[src/hw/pwm_timer_pkg.sv]
// shared constants, register map and carrier types of the timer-based pwm channel
package pwm_timer_pkg;

	localparam int ADDR_W = 12;
	localparam int IDX_W = 10;

	// register indices; byte address is four times the index
	localparam logic [IDX_W-1:0] IDX_TIMER_A_COUNT = 10'h106;
	localparam logic [IDX_W-1:0] IDX_TIMER_B_UPPER_HOLD = 10'h108;
	localparam logic [IDX_W-1:0] IDX_TIMER_B_COUNT = 10'h10a;
	localparam logic [IDX_W-1:0] IDX_TIMER_A_PERIOD = 10'h10c;
	localparam logic [IDX_W-1:0] IDX_TIMER_B_PERIOD = 10'h10e;
	localparam logic [IDX_W-1:0] IDX_TIMER_A_CONTROL = 10'h110;
	localparam logic [IDX_W-1:0] IDX_TIMER_B_CONTROL = 10'h112;
	localparam logic [IDX_W-1:0] IDX_DUTY_SECONDARY = 10'h120;
	localparam logic [IDX_W-1:0] IDX_DUTY_ACTIVE = 10'h122;
	localparam logic [IDX_W-1:0] IDX_PWM_CONTROL = 10'h124;
	localparam logic [IDX_W-1:0] IDX_INT_STATUS = 10'h126;
	localparam logic [IDX_W-1:0] IDX_INT_MASK = 10'h128;

	// timer control fields
	localparam int CTRL_RUN_BIT = 15;
	localparam int CTRL_PRESCALE_LO = 4;
	localparam int CTRL_PAIR_WIDE_BIT = 3;
	localparam logic [15:0] CTRL_A_IMPL_MASK = 16'ha07a;
	localparam logic [15:0] CTRL_B_IMPL_MASK = 16'ha072;
	localparam logic [15:0] CTRL_RESET = 16'h0000;
	localparam logic [15:0] PERIOD_RESET = 16'hffff;
	localparam logic [15:0] DUTY_RESET = 16'h0000;
	localparam logic [15:0] DUTY_OFF = 16'h0000;

	// pwm control and interrupt fields
	localparam int PWM_EN_BIT = 0;
	localparam int PWM_BASE_B_BIT = 1;
	localparam int INT_A_BIT = 0;
	localparam int INT_B_BIT = 1;
	localparam logic [1:0] FLAGS_RESET = 2'h0;

	// one count increment per instruction cycle of four oscillator periods
	localparam int OSC_PER_INSTR = 4;
	localparam int PRESC_W = 10;

	localparam logic [1:0] RESP_OKAY = 2'h0;
	localparam logic [1:0] RESP_SLVERR = 2'h2;

	typedef struct packed {
		logic awvalid;
		logic [ADDR_W-1:0] awaddr;
		logic wvalid;
		logic [31:0] wdata;
		logic [3:0] wstrb;
		logic bready;
		logic arvalid;
		logic [ADDR_W-1:0] araddr;
		logic rready;
	} axi_req_type;

	typedef struct packed {
		logic awready;
		logic wready;
		logic bvalid;
		logic [1:0] bresp;
		logic arready;
		logic rvalid;
		logic [31:0] rdata;
		logic [1:0] rresp;
	} axi_rsp_type;

	typedef struct packed {
		logic wr_en;
		logic [IDX_W-1:0] wr_idx;
		logic [15:0] wr_data;
		logic [1:0] wr_strb;
		logic rd_en;
		logic [IDX_W-1:0] rd_idx;
	} regbus_type;

	typedef struct packed {
		logic [PRESC_W-1:0] cnt;
	} prescaler_state_type;

	function automatic logic [PRESC_W-1:0] prescale_terminal(input logic [1:0] sel);
		int factor;
		unique case (sel)
			2'h0: factor = 1;
			2'h1: factor = 8;
			2'h2: factor = 64;
			default: factor = 256;
		endcase
		return PRESC_W'(OSC_PER_INSTR * factor - 1);
	endfunction : prescale_terminal

	function automatic logic reg_hit(input logic [IDX_W-1:0] idx);
		return idx inside {IDX_TIMER_A_COUNT, IDX_TIMER_B_UPPER_HOLD, IDX_TIMER_B_COUNT,
			IDX_TIMER_A_PERIOD, IDX_TIMER_B_PERIOD, IDX_TIMER_A_CONTROL, IDX_TIMER_B_CONTROL,
			IDX_DUTY_SECONDARY, IDX_DUTY_ACTIVE, IDX_PWM_CONTROL, IDX_INT_STATUS, IDX_INT_MASK};
	endfunction : reg_hit

	function automatic logic [15:0] merge16(input logic [15:0] old, input logic [15:0] data,
		input logic [1:0] strb);
		return {strb[1] ? data[15:8] : old[15:8], strb[0] ? data[7:0] : old[7:0]};
	endfunction : merge16

endpackage : pwm_timer_pkg

[src/hw/pwm_prescaler.sv]
// instruction-cycle divider and timer prescaler giving one count-enable pulse
`timescale 1ns/1ns
module pwm_prescaler (
	input wire logic core_clk,
	input wire logic rst,
	input wire logic run,
	input wire logic [1:0] prescale_sel,
	output logic tick
);
	import pwm_timer_pkg::*;

	prescaler_state_type st_r;
	prescaler_state_type st_nxt;
	logic [PRESC_W-1:0] terminal;

	assign terminal = prescale_terminal(prescale_sel);
	// >= so that a smaller prescale chosen mid-count does not wrap the full range
	assign tick = run && (st_r.cnt >= terminal);

	always_comb begin
		st_nxt = st_r;
		if (!run || tick) begin
			st_nxt.cnt = '0;
		end else begin
			st_nxt.cnt = PRESC_W'(st_r.cnt + 1'b1);
		end
	end

	always_ff @(posedge core_clk) begin
		if (rst) begin
			st_r.cnt <= '0;
		end else begin
			st_r <= st_nxt;
		end
	end
endmodule : pwm_prescaler

[src/hw/pwm_axi_slave.sv]
// axi4-lite slave turning bus transfers into register strobes
`timescale 1ns/1ns
module pwm_axi_slave (
	input wire logic core_clk,
	input wire logic rst,
	input pwm_timer_pkg::axi_req_type axi_req,
	output pwm_timer_pkg::axi_rsp_type axi_rsp,
	output pwm_timer_pkg::regbus_type regbus,
	input wire logic [15:0] rd_data
);
	import pwm_timer_pkg::*;

	typedef struct packed {
		logic aw_held;
		logic w_held;
		logic [IDX_W-1:0] wr_idx;
		logic [15:0] wdata;
		logic [1:0] wstrb;
		logic bvalid;
		logic [1:0] bresp;
		logic rvalid;
		logic [15:0] rdata;
		logic [1:0] rresp;
	} slave_state_type;

	slave_state_type st_r;
	slave_state_type st_nxt;
	logic aw_take;
	logic w_take;
	logic ar_take;

	assign aw_take = axi_req.awvalid && !st_r.aw_held && !st_r.bvalid;
	assign w_take = axi_req.wvalid && !st_r.w_held && !st_r.bvalid;
	assign ar_take = axi_req.arvalid && !st_r.rvalid;

	always_comb begin
		axi_rsp.awready = !st_r.aw_held && !st_r.bvalid;
		axi_rsp.wready = !st_r.w_held && !st_r.bvalid;
		axi_rsp.bvalid = st_r.bvalid;
		axi_rsp.bresp = st_r.bresp;
		axi_rsp.arready = !st_r.rvalid;
		axi_rsp.rvalid = st_r.rvalid;
		axi_rsp.rdata = 32'(st_r.rdata);
		axi_rsp.rresp = st_r.rresp;
		regbus.wr_en = st_r.aw_held && st_r.w_held;
		regbus.wr_idx = st_r.wr_idx;
		regbus.wr_data = st_r.wdata;
		regbus.wr_strb = st_r.wstrb;
		regbus.rd_en = ar_take;
		regbus.rd_idx = axi_req.araddr[ADDR_W-1:2];
	end

	always_comb begin
		st_nxt = st_r;
		if (aw_take) begin
			st_nxt.aw_held = 1'b1;
			st_nxt.wr_idx = axi_req.awaddr[ADDR_W-1:2];
		end
		if (w_take) begin
			st_nxt.w_held = 1'b1;
			st_nxt.wdata = axi_req.wdata[15:0];
			st_nxt.wstrb = axi_req.wstrb[1:0];
		end
		if (st_r.aw_held && st_r.w_held) begin
			st_nxt.aw_held = 1'b0;
			st_nxt.w_held = 1'b0;
			st_nxt.bvalid = 1'b1;
			st_nxt.bresp = reg_hit(st_r.wr_idx) ? RESP_OKAY : RESP_SLVERR;
		end else if (st_r.bvalid && axi_req.bready) begin
			st_nxt.bvalid = 1'b0;
		end
		if (ar_take) begin
			st_nxt.rvalid = 1'b1;
			st_nxt.rdata = rd_data;
			st_nxt.rresp = reg_hit(regbus.rd_idx) ? RESP_OKAY : RESP_SLVERR;
		end else if (st_r.rvalid && axi_req.rready) begin
			st_nxt.rvalid = 1'b0;
		end
	end

	always_ff @(posedge core_clk) begin
		if (rst) begin
			st_r <= '0;
		end else begin
			st_r <= st_nxt;
		end
	end

endmodule : pwm_axi_slave

[src/hw/timer_pwm_channel.sv]
// two 16-bit timers, pairable to 32 bits, timing one pwm output with interrupt flags
// Notes on behaviour
// - pwm period is (period + 1) times four oscillator periods times the prescale factor
// - count equal to period clears on the next increment, starting a new period
// - each period start sets the pin high, but zero duty keeps it low
// - duty above the period value keeps the pin high with no low interval
// - secondary duty is copied into active duty only at period starts
// - each period start sets the interrupt flag of the time-base timer, the timer b flag when paired
// - upper-half latch serves timer b only when timers are paired to 32 bits
// - after reset counts and latch are untouched, periods all ones, controls zero
// - unimplemented bits of the timer registers read as zero
`timescale 1ns/1ns
module timer_pwm_channel (
	input wire logic core_clk,
	input wire logic rst,
	input pwm_timer_pkg::axi_req_type axi_req,
	output pwm_timer_pkg::axi_rsp_type axi_rsp,
	output logic compare_output_pin,
	output logic timer_irq
);
	import pwm_timer_pkg::*;

	typedef struct packed {
		logic [15:0] cnt_a;
		logic [15:0] cnt_b;
		logic [15:0] upper_half_latch;
		logic [15:0] pr_a;
		logic [15:0] pr_b;
		logic [15:0] ctrl_a;
		logic [15:0] ctrl_b;
		logic [15:0] duty_secondary;
		logic [15:0] duty_active;
		logic [1:0] pwm_ctl;
		logic [1:0] int_status;
		logic [1:0] int_mask;
		logic pin;
	} channel_state_type;

	channel_state_type st_r;
	channel_state_type st_nxt;
	regbus_type regbus;
	logic [15:0] rd_data;
	logic pair_wide_select;
	logic run_a;
	logic run_b;
	logic tick_a;
	logic tick_b;
	logic evt_a;
	logic evt_b;
	logic evt_pair;
	logic base_b;
	logic base_evt;
	logic base_tick;
	logic [15:0] base_cnt_next;
	logic [15:0] base_period;
	logic [15:0] cnt_a_next;
	logic [15:0] cnt_b_next;
	logic [31:0] pair_next;

	assign pair_wide_select = st_r.ctrl_a[CTRL_PAIR_WIDE_BIT];
	assign run_a = st_r.ctrl_a[CTRL_RUN_BIT];
	// in paired mode timer b is clocked by timer a's prescaler only
	assign run_b = st_r.ctrl_b[CTRL_RUN_BIT] && !pair_wide_select;

	pwm_prescaler presc_a (
		.core_clk(core_clk),
		.rst(rst),
		.run(run_a),
		.prescale_sel(st_r.ctrl_a[CTRL_PRESCALE_LO +: 2]),
		.tick(tick_a)
	);

	pwm_prescaler presc_b (
		.core_clk(core_clk),
		.rst(rst),
		.run(run_b),
		.prescale_sel(st_r.ctrl_b[CTRL_PRESCALE_LO +: 2]),
		.tick(tick_b)
	);

	pwm_axi_slave bus (
		.core_clk(core_clk),
		.rst(rst),
		.axi_req(axi_req),
		.axi_rsp(axi_rsp),
		.regbus(regbus),
		.rd_data(rd_data)
	);

	assign evt_a = tick_a && !pair_wide_select && (st_r.cnt_a == st_r.pr_a);
	assign evt_pair = tick_a && pair_wide_select && ({st_r.cnt_b, st_r.cnt_a} == {st_r.pr_b, st_r.pr_a});
	assign evt_b = (tick_b && (st_r.cnt_b == st_r.pr_b)) || evt_pair;

	always_comb begin
		cnt_a_next = st_r.cnt_a;
		cnt_b_next = st_r.cnt_b;
		pair_next = evt_pair ? 32'h0000_0000 : 32'({st_r.cnt_b, st_r.cnt_a} + 32'h0000_0001);
		if (pair_wide_select) begin
			if (tick_a) begin
				cnt_b_next = pair_next[31:16];
				cnt_a_next = pair_next[15:0];
			end
		end else begin
			if (tick_a) begin
				cnt_a_next = evt_a ? 16'h0000 : 16'(st_r.cnt_a + 16'h0001);
			end
			if (tick_b) begin
				cnt_b_next = evt_b ? 16'h0000 : 16'(st_r.cnt_b + 16'h0001);
			end
		end
	end

	// paired mode compares duty with the low word of the 32-bit count
	assign base_b = st_r.pwm_ctl[PWM_BASE_B_BIT] && !pair_wide_select;
	assign base_evt = pair_wide_select ? evt_pair : (base_b ? evt_b : evt_a);
	assign base_tick = base_b ? tick_b : tick_a;
	assign base_cnt_next = base_b ? cnt_b_next : cnt_a_next;
	assign base_period = base_b ? st_r.pr_b : st_r.pr_a;

	always_comb begin
		unique case (regbus.rd_idx)
			IDX_TIMER_A_COUNT: rd_data = st_r.cnt_a;
			IDX_TIMER_B_UPPER_HOLD: rd_data = st_r.upper_half_latch;
			IDX_TIMER_B_COUNT: rd_data = st_r.cnt_b;
			IDX_TIMER_A_PERIOD: rd_data = st_r.pr_a;
			IDX_TIMER_B_PERIOD: rd_data = st_r.pr_b;
			IDX_TIMER_A_CONTROL: rd_data = st_r.ctrl_a & CTRL_A_IMPL_MASK;
			IDX_TIMER_B_CONTROL: rd_data = st_r.ctrl_b & CTRL_B_IMPL_MASK;
			IDX_DUTY_SECONDARY: rd_data = st_r.duty_secondary;
			IDX_DUTY_ACTIVE: rd_data = st_r.duty_active;
			IDX_PWM_CONTROL: rd_data = 16'(st_r.pwm_ctl);
			IDX_INT_STATUS: rd_data = 16'(st_r.int_status);
			IDX_INT_MASK: rd_data = 16'(st_r.int_mask);
			default: rd_data = 16'h0000;
		endcase
	end

	always_comb begin
		logic [1:0] flag_set;
		logic [1:0] flag_clr;
		flag_set = 2'h0;
		flag_clr = 2'h0;
		st_nxt = st_r;
		st_nxt.cnt_a = cnt_a_next;
		st_nxt.cnt_b = cnt_b_next;

		// pwm pin follows the selected time base
		if (!st_r.pwm_ctl[PWM_EN_BIT]) begin
			st_nxt.pin = 1'b0;
		end else if (base_evt) begin
			st_nxt.duty_active = st_r.duty_secondary;
			st_nxt.pin = (st_r.duty_secondary != DUTY_OFF);
		end else if (base_tick && base_cnt_next == st_r.duty_active) begin
			// a duty above the period is never reached, so the pin stays high
			st_nxt.pin = 1'b0;
		end

		flag_set[INT_A_BIT] = evt_a;
		flag_set[INT_B_BIT] = evt_b;

		// reading the low count in paired mode freezes the upper half for a later read
		if (regbus.rd_en && regbus.rd_idx == IDX_TIMER_A_COUNT && pair_wide_select) begin
			st_nxt.upper_half_latch = st_r.cnt_b;
		end

		if (regbus.wr_en) begin
			unique case (regbus.wr_idx)
				IDX_TIMER_A_COUNT: begin
					st_nxt.cnt_a = merge16(st_r.cnt_a, regbus.wr_data, regbus.wr_strb);
					if (pair_wide_select) begin
						st_nxt.cnt_b = st_r.upper_half_latch;
					end
				end
				IDX_TIMER_B_UPPER_HOLD: begin
					st_nxt.upper_half_latch = merge16(st_r.upper_half_latch, regbus.wr_data, regbus.wr_strb);
				end
				IDX_TIMER_B_COUNT: begin
					st_nxt.cnt_b = merge16(st_r.cnt_b, regbus.wr_data, regbus.wr_strb);
				end
				IDX_TIMER_A_PERIOD: begin
					st_nxt.pr_a = merge16(st_r.pr_a, regbus.wr_data, regbus.wr_strb);
				end
				IDX_TIMER_B_PERIOD: begin
					st_nxt.pr_b = merge16(st_r.pr_b, regbus.wr_data, regbus.wr_strb);
				end
				IDX_TIMER_A_CONTROL: begin
					st_nxt.ctrl_a = merge16(st_r.ctrl_a, regbus.wr_data, regbus.wr_strb) & CTRL_A_IMPL_MASK;
				end
				IDX_TIMER_B_CONTROL: begin
					st_nxt.ctrl_b = merge16(st_r.ctrl_b, regbus.wr_data, regbus.wr_strb) & CTRL_B_IMPL_MASK;
				end
				IDX_DUTY_SECONDARY: begin
					st_nxt.duty_secondary = merge16(st_r.duty_secondary, regbus.wr_data, regbus.wr_strb);
				end
				IDX_PWM_CONTROL: begin
					if (regbus.wr_strb[0]) begin
						st_nxt.pwm_ctl = regbus.wr_data[1:0];
					end
				end
				IDX_INT_STATUS: begin
					if (regbus.wr_strb[0]) begin
						flag_clr = regbus.wr_data[1:0];
					end
				end
				IDX_INT_MASK: begin
					if (regbus.wr_strb[0]) begin
						st_nxt.int_mask = regbus.wr_data[1:0];
					end
				end
				default: begin
				end
			endcase
		end
		// a flag raised in the same cycle as its clear survives
		st_nxt.int_status = (st_r.int_status & ~flag_clr) | flag_set;
	end

	// counts and the upper-half latch keep whatever they held through reset
	always_ff @(posedge core_clk) begin
		if (rst) begin
			st_r.pr_a <= PERIOD_RESET;
			st_r.pr_b <= PERIOD_RESET;
			st_r.ctrl_a <= CTRL_RESET;
			st_r.ctrl_b <= CTRL_RESET;
			st_r.duty_secondary <= DUTY_RESET;
			st_r.duty_active <= DUTY_RESET;
			st_r.pwm_ctl <= FLAGS_RESET;
			st_r.int_status <= FLAGS_RESET;
			st_r.int_mask <= FLAGS_RESET;
			st_r.pin <= 1'b0;
		end else begin
			st_r <= st_nxt;
		end
	end

	assign compare_output_pin = st_r.pin;
	assign timer_irq = |(st_r.int_status & st_r.int_mask);
endmodule : timer_pwm_channel

[config.mk]
export PLATFORM = sky130hd
export DESIGN_NAME = timer_pwm_channel
export DESIGN_NICKNAME = d
export VERILOG_FILES = /design/src/hw/pwm_timer_pkg.sv /design/src/hw/pwm_prescaler.sv /design/src/hw/pwm_axi_slave.sv /design/src/hw/timer_pwm_channel.sv
export SDC_FILE = /design/constraint.sdc
export NUM_CORES = 1
export LEC_CHECK = 0
export BUFFER_PORTS_ARGS = -buffer_cell sky130_fd_sc_hd__buf_2
export CELL_PAD_IN_SITES_DETAIL_PLACEMENT = 0
export CELL_PAD_IN_SITES_GLOBAL_PLACEMENT = 1
export CORE_ASPECT_RATIO = 1.2
export CORE_UTILIZATION = 50
export CTS_BUF_LIST = sky130_fd_sc_hd__clkbuf_4
export DETAILED_ROUTE_END_ITERATION = 6
export PLACE_DENSITY_LB_ADDON = 0.1
export SYNTH_ARGS = -nofsm -noshare
export SYNTH_HDL_FRONTEND = slang
export SYNTH_SLANG_ARGS = --single-unit
[constraint.sdc]
create_clock -name core_clk -period 8.21 [get_ports core_clk]
set_clock_uncertainty 0.1 [all_clocks]
set_input_delay 0 -clock core_clk [delete_from_list [all_inputs] [get_ports core_clk]]
set_output_delay 0 -clock core_clk [all_outputs]
set_load 0.02 [all_outputs]
Yosys cells after proc, flatten, opt, wreduce, memory -nomap -nowiden
Cells that the tools add are included.
{"block": "word_totals", "ff_bits": 204, "input_bits": 67, "out_inout_bits": 43}
{"block": "op_classes", "addsub": 7, "n_lt_le_gt_ge": 2, "eq_ne": 38, "muxes": 50, "bitwise": 6, "n_reduce_logical": 64}
{"cell": "two-way mux 16 bit", "count": 18}
{"cell": "equality test 10 x 9 -> 1 bit (second input constant)", "count": 24}
{"cell": "case mux 16 bit (12 select lines)", "count": 1}
{"cell": "two-way mux 128 bit", "count": 1}
{"cell": "two-way mux 8 bit", "count": 10}
{"cell": "equality test 16 bit", "count": 3}
{"cell": "case mux 7 bit (3 select lines)", "count": 2}
{"cell": "AND reduction 3 bit", "count": 12}
{"cell": "adder 16 x 1 -> 16 bit (second input constant)", "count": 2}
{"cell": "adder 32 x 1 -> 32 bit (second input constant)", "count": 1}
{"cell": "equality test 32 bit", "count": 1}
{"cell": "two-way mux 32 bit", "count": 1}
{"cell": "case mux 16 bit (2 select lines)", "count": 1}
{"cell": "nonzero test 12 bit", "count": 2}
{"cell": "logical AND 1 bit", "count": 22}
{"cell": "adder 10 x 1 -> 10 bit (second input constant)", "count": 2}
{"cell": "greater-or-equal comparator 10 bit", "count": 2}
{"cell": "subtractor 10 x 1 -> 10 bit (second input constant)", "count": 2}
{"cell": "!= test 3 bit (second input constant)", "count": 6}
{"cell": "nonzero test 16 bit", "count": 1}
{"cell": "two-way mux 7 bit", "count": 2}
{"cell": "AND reduction 2 bit", "count": 7}
{"cell": "two-way mux 2 bit", "count": 5}
{"cell": "OR reduction 2 bit", "count": 5}
{"cell": "11 further kinds", "count": 34}

Longest topological paths before layout
Gate-level depths: netlist of the first run.
{"block": "depth", "ltp_word": 16, "mapped_depth": 16, "ltp_nobuf": 14}

Modules after synthesis
Synthesis of the first run repeated with hierarchy kept, for this count alone.
{"block": "hier_totals", "hier_cells": 1446, "hier_area_um2": 12467.0}
{"mod": "timer_pwm_channel", "instances": 1, "cells_each": 1017, "area_each_um2": 8784.7, "seq_area_each_um2": 3123.0}
{"mod": "pwm_axi_slave", "instances": 1, "cells_each": 297, "area_each_um2": 2453.6, "seq_area_each_um2": 1001.0}
{"mod": "pwm_prescaler", "instances": 2, "cells_each": 66, "area_each_um2": 614.3, "seq_area_each_um2": 200.2}

Worst setup path after synthesis of the first run
Ideal clock, no wire load.
{"block": "synth_path", "kind": "reg-to-reg", "from": "register st_r[59] (netlist name)", "to": "register st_r (netlist bit compare_output_pin)", "setup_time_ns": 0.132, "t_arrival_ns": 3.222, "t_required_ns": 7.978, "path_slack_ns": 4.757, "stages_incl_launch_ff": 16, "period_less_slack_ns": 3.453, "path_cell_list": "dfxtp_1 > or2_2 > ha_1 > inv_1 > ha_1 > a211oi_1 > o21bai_1 > o311ai_4 > buf_4 > o21ai_1 > a21oi_1 > o221ai_1 > xnor2_1 > o21bai_1 > a2111oi_0 > o211ai_1"}
{"block": "synth_between", "elab_chain_len": 15}
{"item": "from (decl)", "line_no": "timer_pwm_channel.sv:39", "rtl": "channel_state_type st_r;"}
{"item": "from (signal assigned)", "line_no": "timer_pwm_channel.sv:232", "rtl": "st_r <= st_nxt;"}
{"item": "equality test 2 bit, or another cell as far along", "line_no": "pwm_timer_pkg.sv:84", "rtl": "unique case (sel)"}
{"item": "case mux 7 bit (3 select lines) *", "line_no": "pwm_timer_pkg.sv:84"}
{"item": "subtractor 10 x 1 -> 10 bit *", "line_no": "pwm_timer_pkg.sv:90", "rtl": "return PRESC_W'(OSC_PER_INSTR * factor - 1);"}
{"item": "greater-or-equal comparator 10 bit *", "line_no": "pwm_prescaler.sv:18", "rtl": "assign tick = run && (st_r.cnt >= terminal);"}
{"item": "logical AND 1 bit *", "line_no": "pwm_prescaler.sv:18"}
{"item": "logical AND 1 bit (2 in series)", "line_no": "timer_pwm_channel.sv:91", "rtl": "assign evt_pair = tick_a && pair_wide_select && ({st_r.cnt_b, st_r.cnt_a} == {st_r.pr_b, st_r.pr_a});"}
{"item": "logical OR 1 bit", "line_no": "timer_pwm_channel.sv:92", "rtl": "assign evt_b = (tick_b && (st_r.cnt_b == st_r.pr_b)) || evt_pair;"}
{"item": "two-way mux 16 bit", "line_no": "timer_pwm_channel.sv:108", "rtl": "cnt_b_next = evt_b ? 16'h0000 : 16'(st_r.cnt_b + 16'h0001);"}
{"item": "two-way mux 16 bit", "line_no": "timer_pwm_channel.sv:107", "rtl": "if (tick_b) begin"}
{"item": "two-way mux 16 bit", "line_no": "timer_pwm_channel.sv:98", "rtl": "if (pair_wide_select) begin"}
{"item": "two-way mux 16 bit", "line_no": "timer_pwm_channel.sv:117", "rtl": "assign base_cnt_next = base_b ? cnt_b_next : cnt_a_next;"}
{"item": "equality test 16 bit", "line_no": "timer_pwm_channel.sv:153", "rtl": "end else if (base_tick && base_cnt_next == st_r.duty_active) begin"}
{"item": "logical AND 1 bit", "line_no": "timer_pwm_channel.sv:153"}
{"item": "nonzero test 2 bit (no line)"}
Mark *: on every way between the ends. The rest lies on a longest branch, timed or not.
A chain may end at the register's enable or synchronous reset.

Worst setup path in the final report of the first run
{"block": "layout_path", "from": "register st_r[59] (netlist name)", "to": "register st_r[15] (netlist name)"}
{"block": "layout_between", "elab_chain_len": 11}
{"item": "equality test 2 bit, or another cell as far along", "line_no": "pwm_timer_pkg.sv:84"}
{"item": "case mux 7 bit (3 select lines) *", "line_no": "pwm_timer_pkg.sv:84"}
{"item": "subtractor 10 x 1 -> 10 bit *", "line_no": "pwm_timer_pkg.sv:90"}
{"item": "greater-or-equal comparator 10 bit *", "line_no": "pwm_prescaler.sv:18"}
{"item": "logical AND 1 bit *", "line_no": "pwm_prescaler.sv:18"}
{"item": "logical AND 1 bit (2 in series)", "line_no": "timer_pwm_channel.sv:91"}
{"item": "logical OR 1 bit", "line_no": "timer_pwm_channel.sv:92"}
{"item": "two-way mux 1 bit", "line_no": "timer_pwm_channel.sv:115", "rtl": "assign base_evt = pair_wide_select ? evt_pair : (base_b ? evt_b : evt_a);"}
{"item": "two-way mux 1 bit *", "line_no": "timer_pwm_channel.sv:115"}
{"item": "AND reduction 2 bit (no line) *"}
Marks and branches as above.

==> impl_results.rst, run 1 <==
.. list-table::
   :header-rows: 1

   * - Metric
     - Value
   * - Combined area of the multi-input logic cells
     - 7010 um^2
   * - R2R Path End
     - st_r[15]
   * - Height of the die
     - 174 um
   * - Switching pwr
     - 0.615 mW
   * - Core Rows
     - 62
   * - Most numerous cell in the Yosys netlist
     - sky130_fd_sc_hd__nand2_1
   * - Width of the chip
     - 145 um
   * - WL per Instance
     - 22.4 um
   * - Fraction of post-synthesis cell area in the top cell type by area
     - 25.0%
   * - Asr flop ratio synth
     - 0%
   * - Initial antenna violation count
     - 3
   * - Result of the run
     - finished with violations
   * - Most used DFF post-synth
     - sky130_fd_sc_hd__dfxtp_1
   * - Portion of the post-synthesis area used by sequential elements
     - 36.6%
   * - Clock-pin slew of the registers on the worst-case setup and hold paths
     - 0.07 ns
   * - DPL Wire Length
     - 30600 um
   * - Fraction of layout instances using a drive strength above 1
     - 12.4%
   * - LEAKAGE
     - 5.44 nW
   * - DRC marker count from the first detailed-route iteration
     - 1342
   * - Net total in the final layout
     - 1725
   * - Num ports
     - 110
   * - Post-synth design cell area
     - 12300 um^2
   * - Number of enable flip-flop cells after synthesis
     - 48
   * - Unique cell type count in the Yosys netlist
     - 80
   * - CORE AREA
     - 24100 um^2
   * - Fraction of the cycle the final worst path needs
     - 52.4%
   * - Worst-case register-to-register setup slack
     - 3.91 ns
   * - Total number of vias
     - 12200
   * - Data required time of the worst path
     - 8.71 ns
   * - Final period demand of the worst path
     - 4.30 ns
   * - Antenna violation net count after detailed routing
     - 0
   * - Via count of the first global-routing pass
     - 11300
   * - Clock insertion delay at the later pin of the skew report
     - 0.68 ns
   * - Worst path cell trace
     - or2_2, ha_1, inv_1, ha_1, a211oi_1, o21ai_0, o311ai_4, buf_4, nor2_2, nand2_1, or2_1, o21a_1, nor2b_1, nand2_1, a21oi_1
   * - Post-route DRC violation count
     - 7
   * - Critical path endpoint
     - st_r[15]
   * - Switching power share of the total
     - 28.1%
   * - Part of the power in combinational logic
     - 9.1%
   * - Critical path data arrival time
     - 4.81 ns
   * - Count of max-cap constraint violations
     - 0
   * - Worst R2R Start
     - st_r[59]
   * - Setup repair after global routing missed its margin
     - false
   * - Overall fraction of global-route tracks in use
     - 35.0%
   * - Number of fill cells in the layout
     - 2180
   * - Final hold violation count
     - 0
   * - Type of the tightest min-delay check
     - in2reg
   * - Commonest cells in the netlist
     - sky130_fd_sc_hd__nand2_1 (207), sky130_fd_sc_hd__dfxtp_1 (154), sky130_fd_sc_hd__a21oi_1 (150)
   * - Pin slew with the least headroom to its limit
     - 1.32 ns
   * - Non-filler cells, final
     - 1998
   * - Area of the die
     - 25300 um^2
   * - Final count of pins violating max slew
     - 0
   * - Combined flip-flop and latch cell area
     - 4530 um^2
   * - Routed via count divided by cell count
     - 6.11
   * - Register bit total from synthesis
     - 202
   * - Pwr/cell area
     - 152 nW/um^2
   * - Number of I/O port buffers
     - 69
   * - Maximum number of pins on one net before global-route repair
     - 59
   * - Violated checks
     - design-rule violations
   * - Depth of the most critical reg-to-reg path
     - 15
   * - CTS root buffer
     - sky130_fd_sc_hd__clkbuf_4
   * - Sink count of the clock tree
     - 202
   * - Total congestion overflow after global routing
     - 0
   * - Worst IR drop on VDD
     - 0.119 mV
   * - Num CTS Buffers
     - 55
   * - Accumulated negative setup slack
     - 0 ns
   * - Max transition margin
     - 11.8%
   * - Cell taking the most area after synthesis
     - sky130_fd_sc_hd__dfxtp_1
   * - Highest fanout seen on the critical path
     - 36
   * - Element type at the critical path end
     - flip-flop
   * - Final Wtd Congestion
     - 0.997
   * - Sequential cell fraction of total power
     - 50.2%
   * - Final count of negative-setup-slack endpoints
     - 0
   * - Placed instance count
     - 1777
   * - Worst path max stage delay
     - 0.91 ns
   * - Pre-antenna DRT Iters
     - 7
   * - Type of the worst setup path
     - reg2reg
   * - Start point of the critical path
     - st_r[59]
   * - Count of H-tree levels built during CTS
     - 2
   * - YS warnings
     - 0
   * - Effective utilization at floorplan
     - 51.2%
   * - Signed area change from the synthesized netlist to the final layout
     - 16.6%
   * - Internal Dissipation
     - 1.58 mW
   * - Mean area per synthesized cell
     - 8.21 um^2
   * - Wire length of the first global-routing pass
     - 67400 um
   * - Top post-synthesis cells by area
     - sky130_fd_sc_hd__dfxtp_1 (25%), sky130_fd_sc_hd__edfxtp_1 (12%), sky130_fd_sc_hd__nand2_1 (6.3%), sky130_fd_sc_hd__a21oi_1 (6.1%), sky130_fd_sc_hd__mux2i_1 (4.4%)
   * - Clock tree from TritonCTS
     - yes
   * - Number of setup buffers added after CTS
     - 0
   * - Critical path startpoint category
     - flip-flop
   * - Routed wire length
     - 44700 um
   * - Portion of total power attributed to the clock network
     - 40.7%
   * - CTS Buffer Depth
     - 3
   * - Post-synthesis instance total
     - 1504
   * - Critical-path cell with the highest stage delay
     - sky130_fd_sc_hd__nor2b_1
   * - Maximum clock rate
     - 232 MHz
[sequential cells by signal (all words and copies together), names as in the netlist]
register and flops:
st_r 129, bus.regbus 28, bus.axi_rsp 20, presc_a.st_r 10, presc_b.st_r 10, bus.st_r 2, compare_output_pin 1, pair_wide_select 1
run_a 1
[critical path: cells and delay by family (launching register included)]
kind	cells	cell delay [ns]
compound gates	5	1.00
simple gates	6	2.04
flops	1	0.37
fa+ha+maj	2	0.35
buf+inv	2	0.36
[worst min-delay path by stage]
stage	start	endpoint	slack [ns]	cells past startpoint
3_5_place_dp	axi_req[0]	bus.axi_rsp[34]	0.09	2
3_3_place_gp	axi_req[0]	bus.axi_rsp[34]	0.09	2
6_report	axi_req[11]	bus.axi_rsp[6]	0.05	7
5_1_grt	axi_req[11]	bus.axi_rsp[6]	0.07	7
2_1_floorplan	axi_req[0]	bus.axi_rsp[34]	-0.001	1
4_1_cts	axi_req[11]	bus.axi_rsp[1]	0.007	7
[power by group through the flow]
stage,clock (mW),combinational [mW],sequential (mW)
6_report,0.890,0.200,1.10
3_5_place_dp,0,0.143,1.12
5_1_grt,0.964,0.216,1.10
3_3_place_gp,0,0.141,1.12
2_1_floorplan,0,0.124,1.08
4_1_cts,0.905,0.193,1.10
[per-stage QoR]
| stage | cell area (um^2) | worst slack [ns] | utilization (%) | hold slack, ns | power, mW |
|---|---|---|---|---|---|
| 2_1_floorplan | 12400 | 4.76 | - | -0.000976 | 1.20 |
| 3_3_place_gp | 12500 | 4.03 | 51.8 | 0.0882 | 1.26 |
| 3_5_place_dp | 12500 | 3.97 | 51.8 | 0.0882 | 1.26 |
| 4_1_cts | 14400 | 3.92 | 59.7 | 0.00675 | 2.19 |
| 5_1_grt | 14400 | 3.64 | 59.7 | 0.0698 | 2.28 |
| 6_report | 14400 | 3.91 | 59.7 | 0.0484 | 2.19 |
[cell usage in the layout (no fill, tap or decap), drive strengths merged, types with 19 or more instances in the layout]
master and count:
a31oi 20, xnor2 19, nor3 26, xor2 61
clkbuf 79, nor2 142, inv 21, edfxtp 48
nand3 33, nand2 207, a22oi 31, dfxtp 154
dlygate4sd3 122, o21ai 78, a211o 34, buf 87
and3 45, mux2i 54, a21oi 150, ha 22
[area by class of cell]
class	count	area share [%]
Antenna cell	1	0.0174
Clock buffer	79	4.12
Clock inverter	19	0.582
Inverter	21	0.547
Multi-Input combinational cell	1147	48.7
Sequential cell	202	31.4
Tap cell	320	2.78
Timing Repair Buffer	209	11.8
[repair_timing]
item	CTS	global route
hold buffers	122	0
endpoints found under the hold margin	64	0
resized for setup	0	0
[layer usage]
metal	track usage (%)	vias up	wire, um
met1	45.0	5789	18100
li1	-	5685	-
met3	6.33	131	4010
met5	0	-	0
met2	55.4	608	20200
met4	19.4	0	2490
[cells by family after synthesis]
| logic type | synth area share (%) |
|---|---|
| adders and majority gates | 2.23 |
| AOI/OAI and AO/OA | 22.3 |
| xor gates and xnor gates | 5.68 |
| and+or+nand+nor | 20.7 |
| muxes | 5.20 |
| other | 0.0304 |
| DFF | 36.6 |
| buffers and inverters | 7.17 |
(Power assumes the default switching activity.)
==> inputs of run 2 (changes only) <==
--- a/config.mk
+++ b/config.mk
@@ -9,7 +9,7 @@
 export CELL_PAD_IN_SITES_DETAIL_PLACEMENT = 0
 export CELL_PAD_IN_SITES_GLOBAL_PLACEMENT = 1
 export CORE_ASPECT_RATIO = 1.2
-export CORE_UTILIZATION = 50
+export CORE_UTILIZATION = 42
 export CTS_BUF_LIST = sky130_fd_sc_hd__clkbuf_4
 export DETAILED_ROUTE_END_ITERATION = 6
 export PLACE_DENSITY_LB_ADDON = 0.1
==> constraint.sdc (replaced) <==
create_clock -name core_clk -period 3.7 [get_ports core_clk]
set_clock_uncertainty 0.1 [all_clocks]
set_input_delay 0 -clock core_clk [delete_from_list [all_inputs] [get_ports core_clk]]
set_output_delay 0 -clock core_clk [all_outputs]
set_load 0.02 [all_outputs]
==> run 2 against run 1 <==
The flow still finishes with violations (design-rule violations). Non-clock buffer count is 90 higher. Power is 130% higher. Global-route usage is 2.0 points lower. Sequential cell count stayed put. Cell count is 7.5% higher. Clock power is 130% higher. First-iteration DRC count is 7.5% higher. Combinational power grew to 2.5 times the previous value. Utilization is 6.5 points lower. Maximum frequency is 18% higher. Largest power group unchanged. Highest routed layer unchanged.
==> impl_results.rst, run 2 (synthesized netlist as in run 1, its figures left out) <==
.. list-table::
   :header-rows: 1

   * - Metric
     - Value
   * - Accumulated negative setup slack
     - 0 ns
   * - DR WL met3
     - 3770 um
   * - Type of the worst setup path
     - reg2reg
   * - LEAKAGE
     - 5.94 nW
   * - Final count of negative-setup-slack endpoints
     - 0
   * - CTS Buffer Depth
     - 3
   * - Maximum clock rate
     - 274 MHz
   * - Width of the chip
     - 159 um
   * - Data required time of the worst path
     - 4.21 ns
   * - Post-route DRC violation count
     - 11
   * - Count of max-cap constraint violations
     - 0
   * - Pin slew with the least headroom to its limit
     - 1.08 ns
   * - Most frequent standard cell in the layout excluding fill and tap cells
     - sky130_fd_sc_hd__nand2_1
   * - Wire length of the first global-routing pass
     - 72700 um
   * - Post-Route Utilization
     - 53.2%
   * - WL per Instance
     - 23.0 um
   * - Element type at the critical path end
     - flip-flop
   * - Clock insertion delay at the later pin of the skew report
     - 0.73 ns
   * - DPL Wire Length
     - 35200 um
   * - Pre-antenna DRT Iters
     - 7
   * - Critical path data arrival time
     - 4.17 ns
   * - Routed wire length
     - 49400 um
   * - Critical path startpoint category
     - flip-flop
   * - Placed instance count
     - 1921
   * - Area of the die
     - 30100 um^2
   * - Setup Slack @ Placement
     - -0.0619 ns
   * - Register with the most flip-flops
     - st_r
   * - Worst IR drop on VDD
     - 0.278 mV
   * - Met1 layer wirelength in the final routing
     - 20300 um
   * - Power consumption
     - 4.94 mW
   * - CTS root buffer
     - sky130_fd_sc_hd__clkbuf_4
   * - Signed area change from the synthesized netlist to the final layout
     - 24.3%
   * - Net total in the final layout
     - 1814
   * - Num ports
     - 110
   * - Final count of pins violating max slew
     - 0
   * - Final hold violation count
     - 0
   * - DRC marker count from the first detailed-route iteration
     - 1442
   * - CORE AREA
     - 28800 um^2
   * - Metal2 WL
     - 22900 um
   * - Max reg flops
     - 129
   * - Pwr/cell area
     - 322 nW/um^2
   * - Total number of vias
     - 12600
   * - Type of the tightest min-delay check
     - in2reg
   * - Clock-pin slew of the registers on the worst-case setup and hold paths
     - 0.07 ns
   * - Result of the run
     - finished with violations
   * - Fraction of the cycle the final worst path needs
     - 98.7%
   * - Routed via count divided by cell count
     - 5.89
   * - Top library cells by usage in the layout, fill and taps aside
     - sky130_fd_sc_hd__nand2_1 (207), sky130_fd_sc_hd__dfxtp_1 (153), sky130_fd_sc_hd__a21oi_1 (149), sky130_fd_sc_hd__nor2_1 (140), sky130_fd_sc_hd__dlygate4sd3_1 (128)
   * - Number of I/O port buffers
     - 69
   * - Sink count of the clock tree
     - 202
   * - Clock tree from TritonCTS
     - yes
   * - Top routing layer used
     - met4
   * - Post-layout worst setup margin
     - 0.0467 ns
   * - Via count of the first global-routing pass
     - 11900
   * - Num CTS Buffers
     - 54
   * - Fraction of layout instances using a drive strength above 1
     - 17.3%
   * - Antenna violation net count after detailed routing
     - 0
   * - Total congestion overflow after global routing
     - 0
   * - Max transition margin
     - 28.2%
   * - Violated checks
     - design-rule violations
   * - Overall fraction of global-route tracks in use
     - 33.0%
   * - Count of H-tree levels built during CTS
     - 2
   * - Number of fill cells in the layout
     - 2720
   * - Initial antenna violation count
     - 1
   * - Effective utilization at floorplan
     - 42.8%
   * - Core Rows
     - 68
   * - Non-filler cells, final
     - 2147
   * - Highest fanout seen on the critical path
     - 18
   * - Height of the die
     - 190 um
   * - Final Wtd Congestion
     - 0.988
   * - Maximum number of pins on one net before global-route repair
     - 67
   * - Setup repair after global routing missed its margin
     - true
   * - Final period demand of the worst path
     - 3.65 ns
## run 2: cell types whose count changed in the layout (fill, tap and decap cells not counted), sizes merged
cell | previous run | this run
buf | 87 | 170
dlygate4sd3 | 122 | 128
clkinvlp | 1 | 2
clkinv | 18 | 11
bufinv | 0 | 1
## run 2: report_power, final
part / total (mW) / switching (mW) / internal (mW)
sequential: 2.42 / 0.109 / 2.31
combinational: 0.504 / 0.278 / 0.226
clock: 2.01 / 0.985 / 1.03
## run 2: final timing paths
path	slack (ns)	startpoint	depth (start not counted)	to
max	0.05	st_r[59]	15	compare_output_pin
min	0.06	axi_req[11]	7	bus.axi_rsp[6]
max reg2reg	0.05	st_r[59]	15	compare_output_pin
min reg2reg	0.36	presc_b.st_r[0]	1	presc_b.st_r[0]
## run 2: metal layers
metal | vias up | track usage, %
met2 | 602 | 52.9
met3 | 119 | 4.26
met4 | 0 | 16.4
li1 | 5856 | -
met1 | 6069 | 43.3
met5 | - | 0
## run 2: timing repair
| action | 4_1_cts | 5_1_grt |
|---|---|---|
| pin swaps | 0 | 2 |
| endpoints found under the hold margin | 87 | 0 |
| cloned | 0 | 1 |
| resized for setup | 5 | 16 |
| hold buffers | 128 | 0 |
| setup endpoints to repair | 17 | 8 |
| buffers inserted | 0 | 4 |
## run 2: worst max-delay path: stages (launching register included)
cell and delay [ns]:
sky130_fd_sc_hd__dfxtp_1 0.31, sky130_fd_sc_hd__or2_2 0.30, sky130_fd_sc_hd__ha_1 0.30, sky130_fd_sc_hd__ha_1 0.27, sky130_fd_sc_hd__inv_1 0.04, sky130_fd_sc_hd__a211oi_2 0.25, sky130_fd_sc_hd__o311ai_4 0.15, sky130_fd_sc_hd__buf_12 0.18
sky130_fd_sc_hd__buf_12 0.15, sky130_fd_sc_hd__or3_1 0.38, sky130_fd_sc_hd__a21oi_2 0.15, sky130_fd_sc_hd__o221ai_1 0.15, sky130_fd_sc_hd__xnor2_1 0.16, sky130_fd_sc_hd__o21bai_1 0.15, sky130_fd_sc_hd__a2111oi_1 0.37, sky130_fd_sc_hd__o211ai_1 0.12
## run 2: layout make-up
type | count | area (um^2) | area share, %
Inverter | 21 | 78.8 | 0.514
Tap cell | 385 | 482 | 3.14
Antenna cell | 1 | 2.50 | 0.0163
Clock buffer | 78 | 586 | 3.81
Sequential cell | 202 | 4530 | 29.5
Multi-Input combinational cell | 1147 | 7110 | 46.3
Clock inverter | 14 | 88.8 | 0.579
Timing Repair Buffer | 299 | 2470 | 16.1
## run 2: per-stage QoR
| stage | hold slack [ns] | cell area [um^2] |
|---|---|---|
| after floorplan | -0.000976 | 12400 |
| after global placement | 0.0900 | 13200 |
| after detailed placement | 0.0946 | 13200 |
| after CTS | 0.00195 | 15200 |
| after global routing | 0.164 | 15300 |
| final | 0.0613 | 15300 |
==> inputs of run 3 (changes only) <==
--- a/config.mk
+++ b/config.mk
@@ -9,10 +9,11 @@
 export CELL_PAD_IN_SITES_DETAIL_PLACEMENT = 0
 export CELL_PAD_IN_SITES_GLOBAL_PLACEMENT = 1
 export CORE_ASPECT_RATIO = 1.2
-export CORE_UTILIZATION = 42
+export CORE_UTILIZATION = 43
 export CTS_BUF_LIST = sky130_fd_sc_hd__clkbuf_4
 export DETAILED_ROUTE_END_ITERATION = 6
 export PLACE_DENSITY_LB_ADDON = 0.1
 export SYNTH_ARGS = -nofsm -noshare
 export SYNTH_HDL_FRONTEND = slang
+export SYNTH_HIERARCHICAL = 1
 export SYNTH_SLANG_ARGS = --single-unit
==> run 3 against run 2 <==
The run ends with negative setup slack left. Die area fell by 1.4%. Worst setup slack got worse by 0.29 ns. Utilization rose by 1.3 points. Sequential cell count did not move. Routed wire length fell by 2.1%. Cell area rose by 0.30%. Sequential power rose by 2%. Synthesized area rose by 0.98%. Global-route usage barely moved. Maximum frequency fell by 7.3%. Largest power group unchanged.
==> impl_results.rst, run 3 <==
.. list-table::
   :header-rows: 1

   * - Metric
     - Value
   * - Result of the run
     - finished with violations
   * - Violated checks
     - negative setup slack
   * - Pre-antenna DRT Iters
     - 5
   * - Final period demand of the worst path
     - 3.94 ns
   * - Width of the chip
     - 157 um
   * - Pin slew with the least headroom to its limit
     - 1.11 ns
   * - DPL Wire Length
     - 33800 um
   * - Effective utilization at floorplan
     - 44.1%
   * - Worst R2R Start
     - st_r[60]
   * - Portion of total power attributed to the clock network
     - 39.2%
   * - Register with the most flip-flops
     - st_r
   * - Cell taking the most area after synthesis
     - sky130_fd_sc_hd__dfxtp_1
   * - Via count of the first global-routing pass
     - 11500
   * - Most used DFF post-synth
     - sky130_fd_sc_hd__dfxtp_1
   * - Combined flip-flop and latch cell area
     - 4530 um^2
   * - Final Wtd Congestion
     - 0.963
   * - Post-layout worst setup margin
     - -0.241 ns
   * - Top post-synthesis cells by area
     - sky130_fd_sc_hd__dfxtp_1 (25%), sky130_fd_sc_hd__edfxtp_1 (12%), sky130_fd_sc_hd__mux2i_1 (6.7%), sky130_fd_sc_hd__nand2_1 (5.3%), sky130_fd_sc_hd__buf_4 (4.9%)
   * - Portion of the post-synthesis area used by sequential elements
     - 36.3%
   * - Num CTS Buffers
     - 55
   * - Final hold violation count
     - 0
   * - Fraction of the mapped netlist area in compound gates
     - 16.8%
   * - XOR/XNOR Fraction of Synth Area
     - 6.82%
   * - Register bit total from synthesis
     - 202
   * - Total number of vias
     - 12100
   * - Sequential cell fraction of total power
     - 49.7%
   * - Part of the power in combinational logic
     - 11.1%
   * - Fraction of layout instances using a drive strength above 1
     - 22.7%
   * - Antenna violation net count after detailed routing
     - 0
   * - Clock-pin slew of the registers on the worst-case setup and hold paths
     - 0.07 ns
   * - Worst-case register-to-register setup slack
     - -0.24 ns
   * - Wire length of the first global-routing pass
     - 71600 um
   * - Overall fraction of global-route tracks in use
     - 32.9%
   * - Max reg flops
     - 129
   * - Net total in the final layout
     - 1743
   * - Number of fill cells in the layout
     - 2711
   * - Placed inst area
     - 13100 um^2
   * - Count of max-cap constraint violations
     - 0
   * - Pwr/cell area
     - 322 nW/um^2
   * - Depth of the most critical reg-to-reg path
     - 16
   * - Asr flop ratio synth
     - 0%
   * - Initial antenna violation count
     - 1
   * - Type of the tightest min-delay check
     - in2reg
   * - YS warnings
     - 6
   * - Mean area per synthesized cell
     - 8.62 um^2
   * - Most frequent standard cell in the layout excluding fill and tap cells
     - sky130_fd_sc_hd__nand2_1
   * - WL per Instance
     - 23.3 um
   * - Non-filler cells, final
     - 2075
   * - Critical path startpoint category
     - flip-flop
   * - Start point of the critical path
     - st_r[60]
   * - Adder-cell share of the synthesized area
     - 2.21%
   * - Met1 layer wirelength in the final routing
     - 20000 um
   * - Height of the die
     - 189 um
   * - Fraction of post-synthesis cell area in the top cell type by area
     - 24.7%
   * - Num ports
     - 110
   * - Fraction of the cycle the final worst path needs
     - 107%
   * - Most numerous cell in the Yosys netlist
     - sky130_fd_sc_hd__nand2_1
   * - CTS root buffer
     - sky130_fd_sc_hd__clkbuf_4
   * - Max transition margin
     - 25.4%
   * - Number of I/O port buffers
     - 69
   * - Number of enable flip-flop cells after synthesis
     - 48
   * - Internal Dissipation
     - 3.52 mW
   * - DR WL met3
     - 4300 um
   * - Setup repair after global routing missed its margin
     - true
   * - Area of the die
     - 29700 um^2
   * - CORE AREA
     - 28300 um^2
   * - Switching pwr
     - 1.44 mW
   * - Routed via count divided by cell count
     - 5.83
   * - R2R Path End
     - st_r[126]
   * - Final count of pins violating max slew
     - 0
   * - Top routing layer used
     - met4
   * - Combined area of the multi-input logic cells
     - 7190 um^2
   * - Maximum clock rate
     - 254 MHz
   * - Signed area change from the synthesized netlist to the final layout
     - 23.5%
   * - Mux cell area share after synthesis
     - 7.39%
   * - Power consumption
     - 4.96 mW
   * - Data required time of the worst path
     - 4.01 ns
   * - Core Rows
     - 67
   * - Critical path endpoint
     - st_r[126]
   * - Top library cells by usage in the layout, fill and taps aside
     - sky130_fd_sc_hd__nand2_1 (171), sky130_fd_sc_hd__dfxtp_1 (151), sky130_fd_sc_hd__nor2_1 (139), sky130_fd_sc_hd__buf_4 (128), sky130_fd_sc_hd__dlygate4sd3_1 (103)
   * - Clock tree from TritonCTS
     - yes
   * - Unique cell type count in the Yosys netlist
     - 86
   * - LEAKAGE
     - 6.15 nW
   * - Switching power share of the total
     - 29.1%
   * - Post-synth design cell area
     - 12500 um^2
   * - Placed instance count
     - 1839
   * - Routed wire length
     - 48400 um
   * - Clock insertion delay at the later pin of the skew report
     - 0.74 ns
   * - CTS Buffer Depth
     - 3
   * - Setup Slack @ Placement
     - -0.272 ns
   * - DRC marker count from the first detailed-route iteration
     - 1229
   * - Worst IR drop on VDD
     - 0.260 mV
   * - Post-route DRC violation count
     - 0
   * - Largest family of logic cells by synthesized area
     - simple AND/OR/NAND/NOR gates
   * - Final count of negative-setup-slack endpoints
     - 12
   * - Post-Route Utilization
     - 54.5%
   * - Maximum number of pins on one net before global-route repair
     - 73
   * - Metal2 WL
     - 22000 um
   * - Type of the worst setup path
     - reg2reg
   * - Critical path data arrival time
     - 4.25 ns
   * - Total congestion overflow after global routing
     - 0
   * - Sink count of the clock tree
     - 202
   * - Highest fanout seen on the critical path
     - 6
   * - Post-synthesis instance total
     - 1446
   * - Commonest cells in the netlist
     - sky130_fd_sc_hd__nand2_1 (175), sky130_fd_sc_hd__dfxtp_1 (154), sky130_fd_sc_hd__nor2_1 (147)
   * - Area of all placed cells without fillers
     - 15400 um^2
   * - Count of H-tree levels built during CTS
     - 2
   * - Element type at the critical path end
     - flip-flop
   * - Fraction of the mapped netlist area in simple logic gates
     - 21.3%
==> run 3: through the flow <==
| step | hold slack (ns) | TNS [ns] |
|---|---|---|
| finish | 0.0781 | -1.50 |
| global route | 0.0774 | -4.37 |
| CTS | 0.00275 | -2.35 |
| detailed placement | 0.142 | -2.67 |
| global placement | 0.133 | -2.14 |
| floorplan | 0.0360 | 0 |
==> run 3: how the worst min path moves through the flow <==
stage | start | end | slack (ns) | cells past startpoint
floorplan | axi_req[15] | bus/regbus[11] | 0.04 | 2
global placement | axi_req[62] | bus/regbus[37] | 0.13 | 3
detailed placement | axi_req[62] | bus/regbus[37] | 0.14 | 3
CTS | axi_req[8] | bus/axi_rsp[2] | 0.003 | 7
global route | axi_req[8] | bus/axi_rsp[2] | 0.08 | 7
finish | axi_req[8] | bus/axi_rsp[2] | 0.08 | 7
==> run 3: power by group through the flow <==
stage                     Sequential (mW)  Clock [mW]  Combinational, mW
final                                2.47        1.94              0.553
after global routing                 2.46        2.11              0.594
after CTS                            2.46        1.98              0.528
after detailed placement             2.50           0              0.428
after global placement               2.50           0              0.428
after floorplan                      2.40           0              0.381
==> run 3: routing by layer <==
layer	vias to the layer above	GRT usage, %
met5	-	0
li1	5569	-
met1	5799	44.1
met2	610	51.7
met3	115	5.63
met4	0	14.5
==> run 3: timing repair <==
action,CTS,global route
resized for setup,21,53
setup buffers,19,15
endpoints found under the hold margin,105,0
setup endpoints to repair,37,54
hold buffers,103,0
pin swaps,23,34
gates cloned,1,2
==> run 3: cells by family (layout without fill, tap and decap cells) <==
kind of cell,after synthesis,after routing
AOI/OAI and AO/OA,298,300
xor gates and xnor gates,92,92
adders and majority gates,22,22
buffers and inverters,193,423
DFF,202,202
muxes,91,91
other,1,19
and+or+nand+nor,547,547
==> run 3: area by class of cell <==
type / count / area share [%]
timing repair buffer: 308 / 16.0
tap: 379 / 3.08
clock inverter: 23 / 0.650
clock buffer: 75 / 3.66
sequential: 202 / 29.4
multi-input combinational: 1070 / 46.7
inverter: 17 / 0.439
antenna: 1 / 0.0163
==> run 3: critical path: stages (launching register included) <==
cell                       delay (ns)
sky130_fd_sc_hd__dfxtp_2         0.33
sky130_fd_sc_hd__or2_4           0.26
sky130_fd_sc_hd__ha_4            0.22
sky130_fd_sc_hd__ha_4            0.27
sky130_fd_sc_hd__o211ai_1        0.10
sky130_fd_sc_hd__o21ai_2         0.16
sky130_fd_sc_hd__a31oi_1         0.10
sky130_fd_sc_hd__nor2b_1         0.21
sky130_fd_sc_hd__nand4_1         0.20
sky130_fd_sc_hd__or4_4           0.62
sky130_fd_sc_hd__nor3_4          0.15
sky130_fd_sc_hd__and3_4          0.27
sky130_fd_sc_hd__nand3_2         0.09
sky130_fd_sc_hd__xor2_1          0.16
sky130_fd_sc_hd__nand2_1         0.07
sky130_fd_sc_hd__a32oi_1         0.21
sky130_fd_sc_hd__o21ai_1         0.08
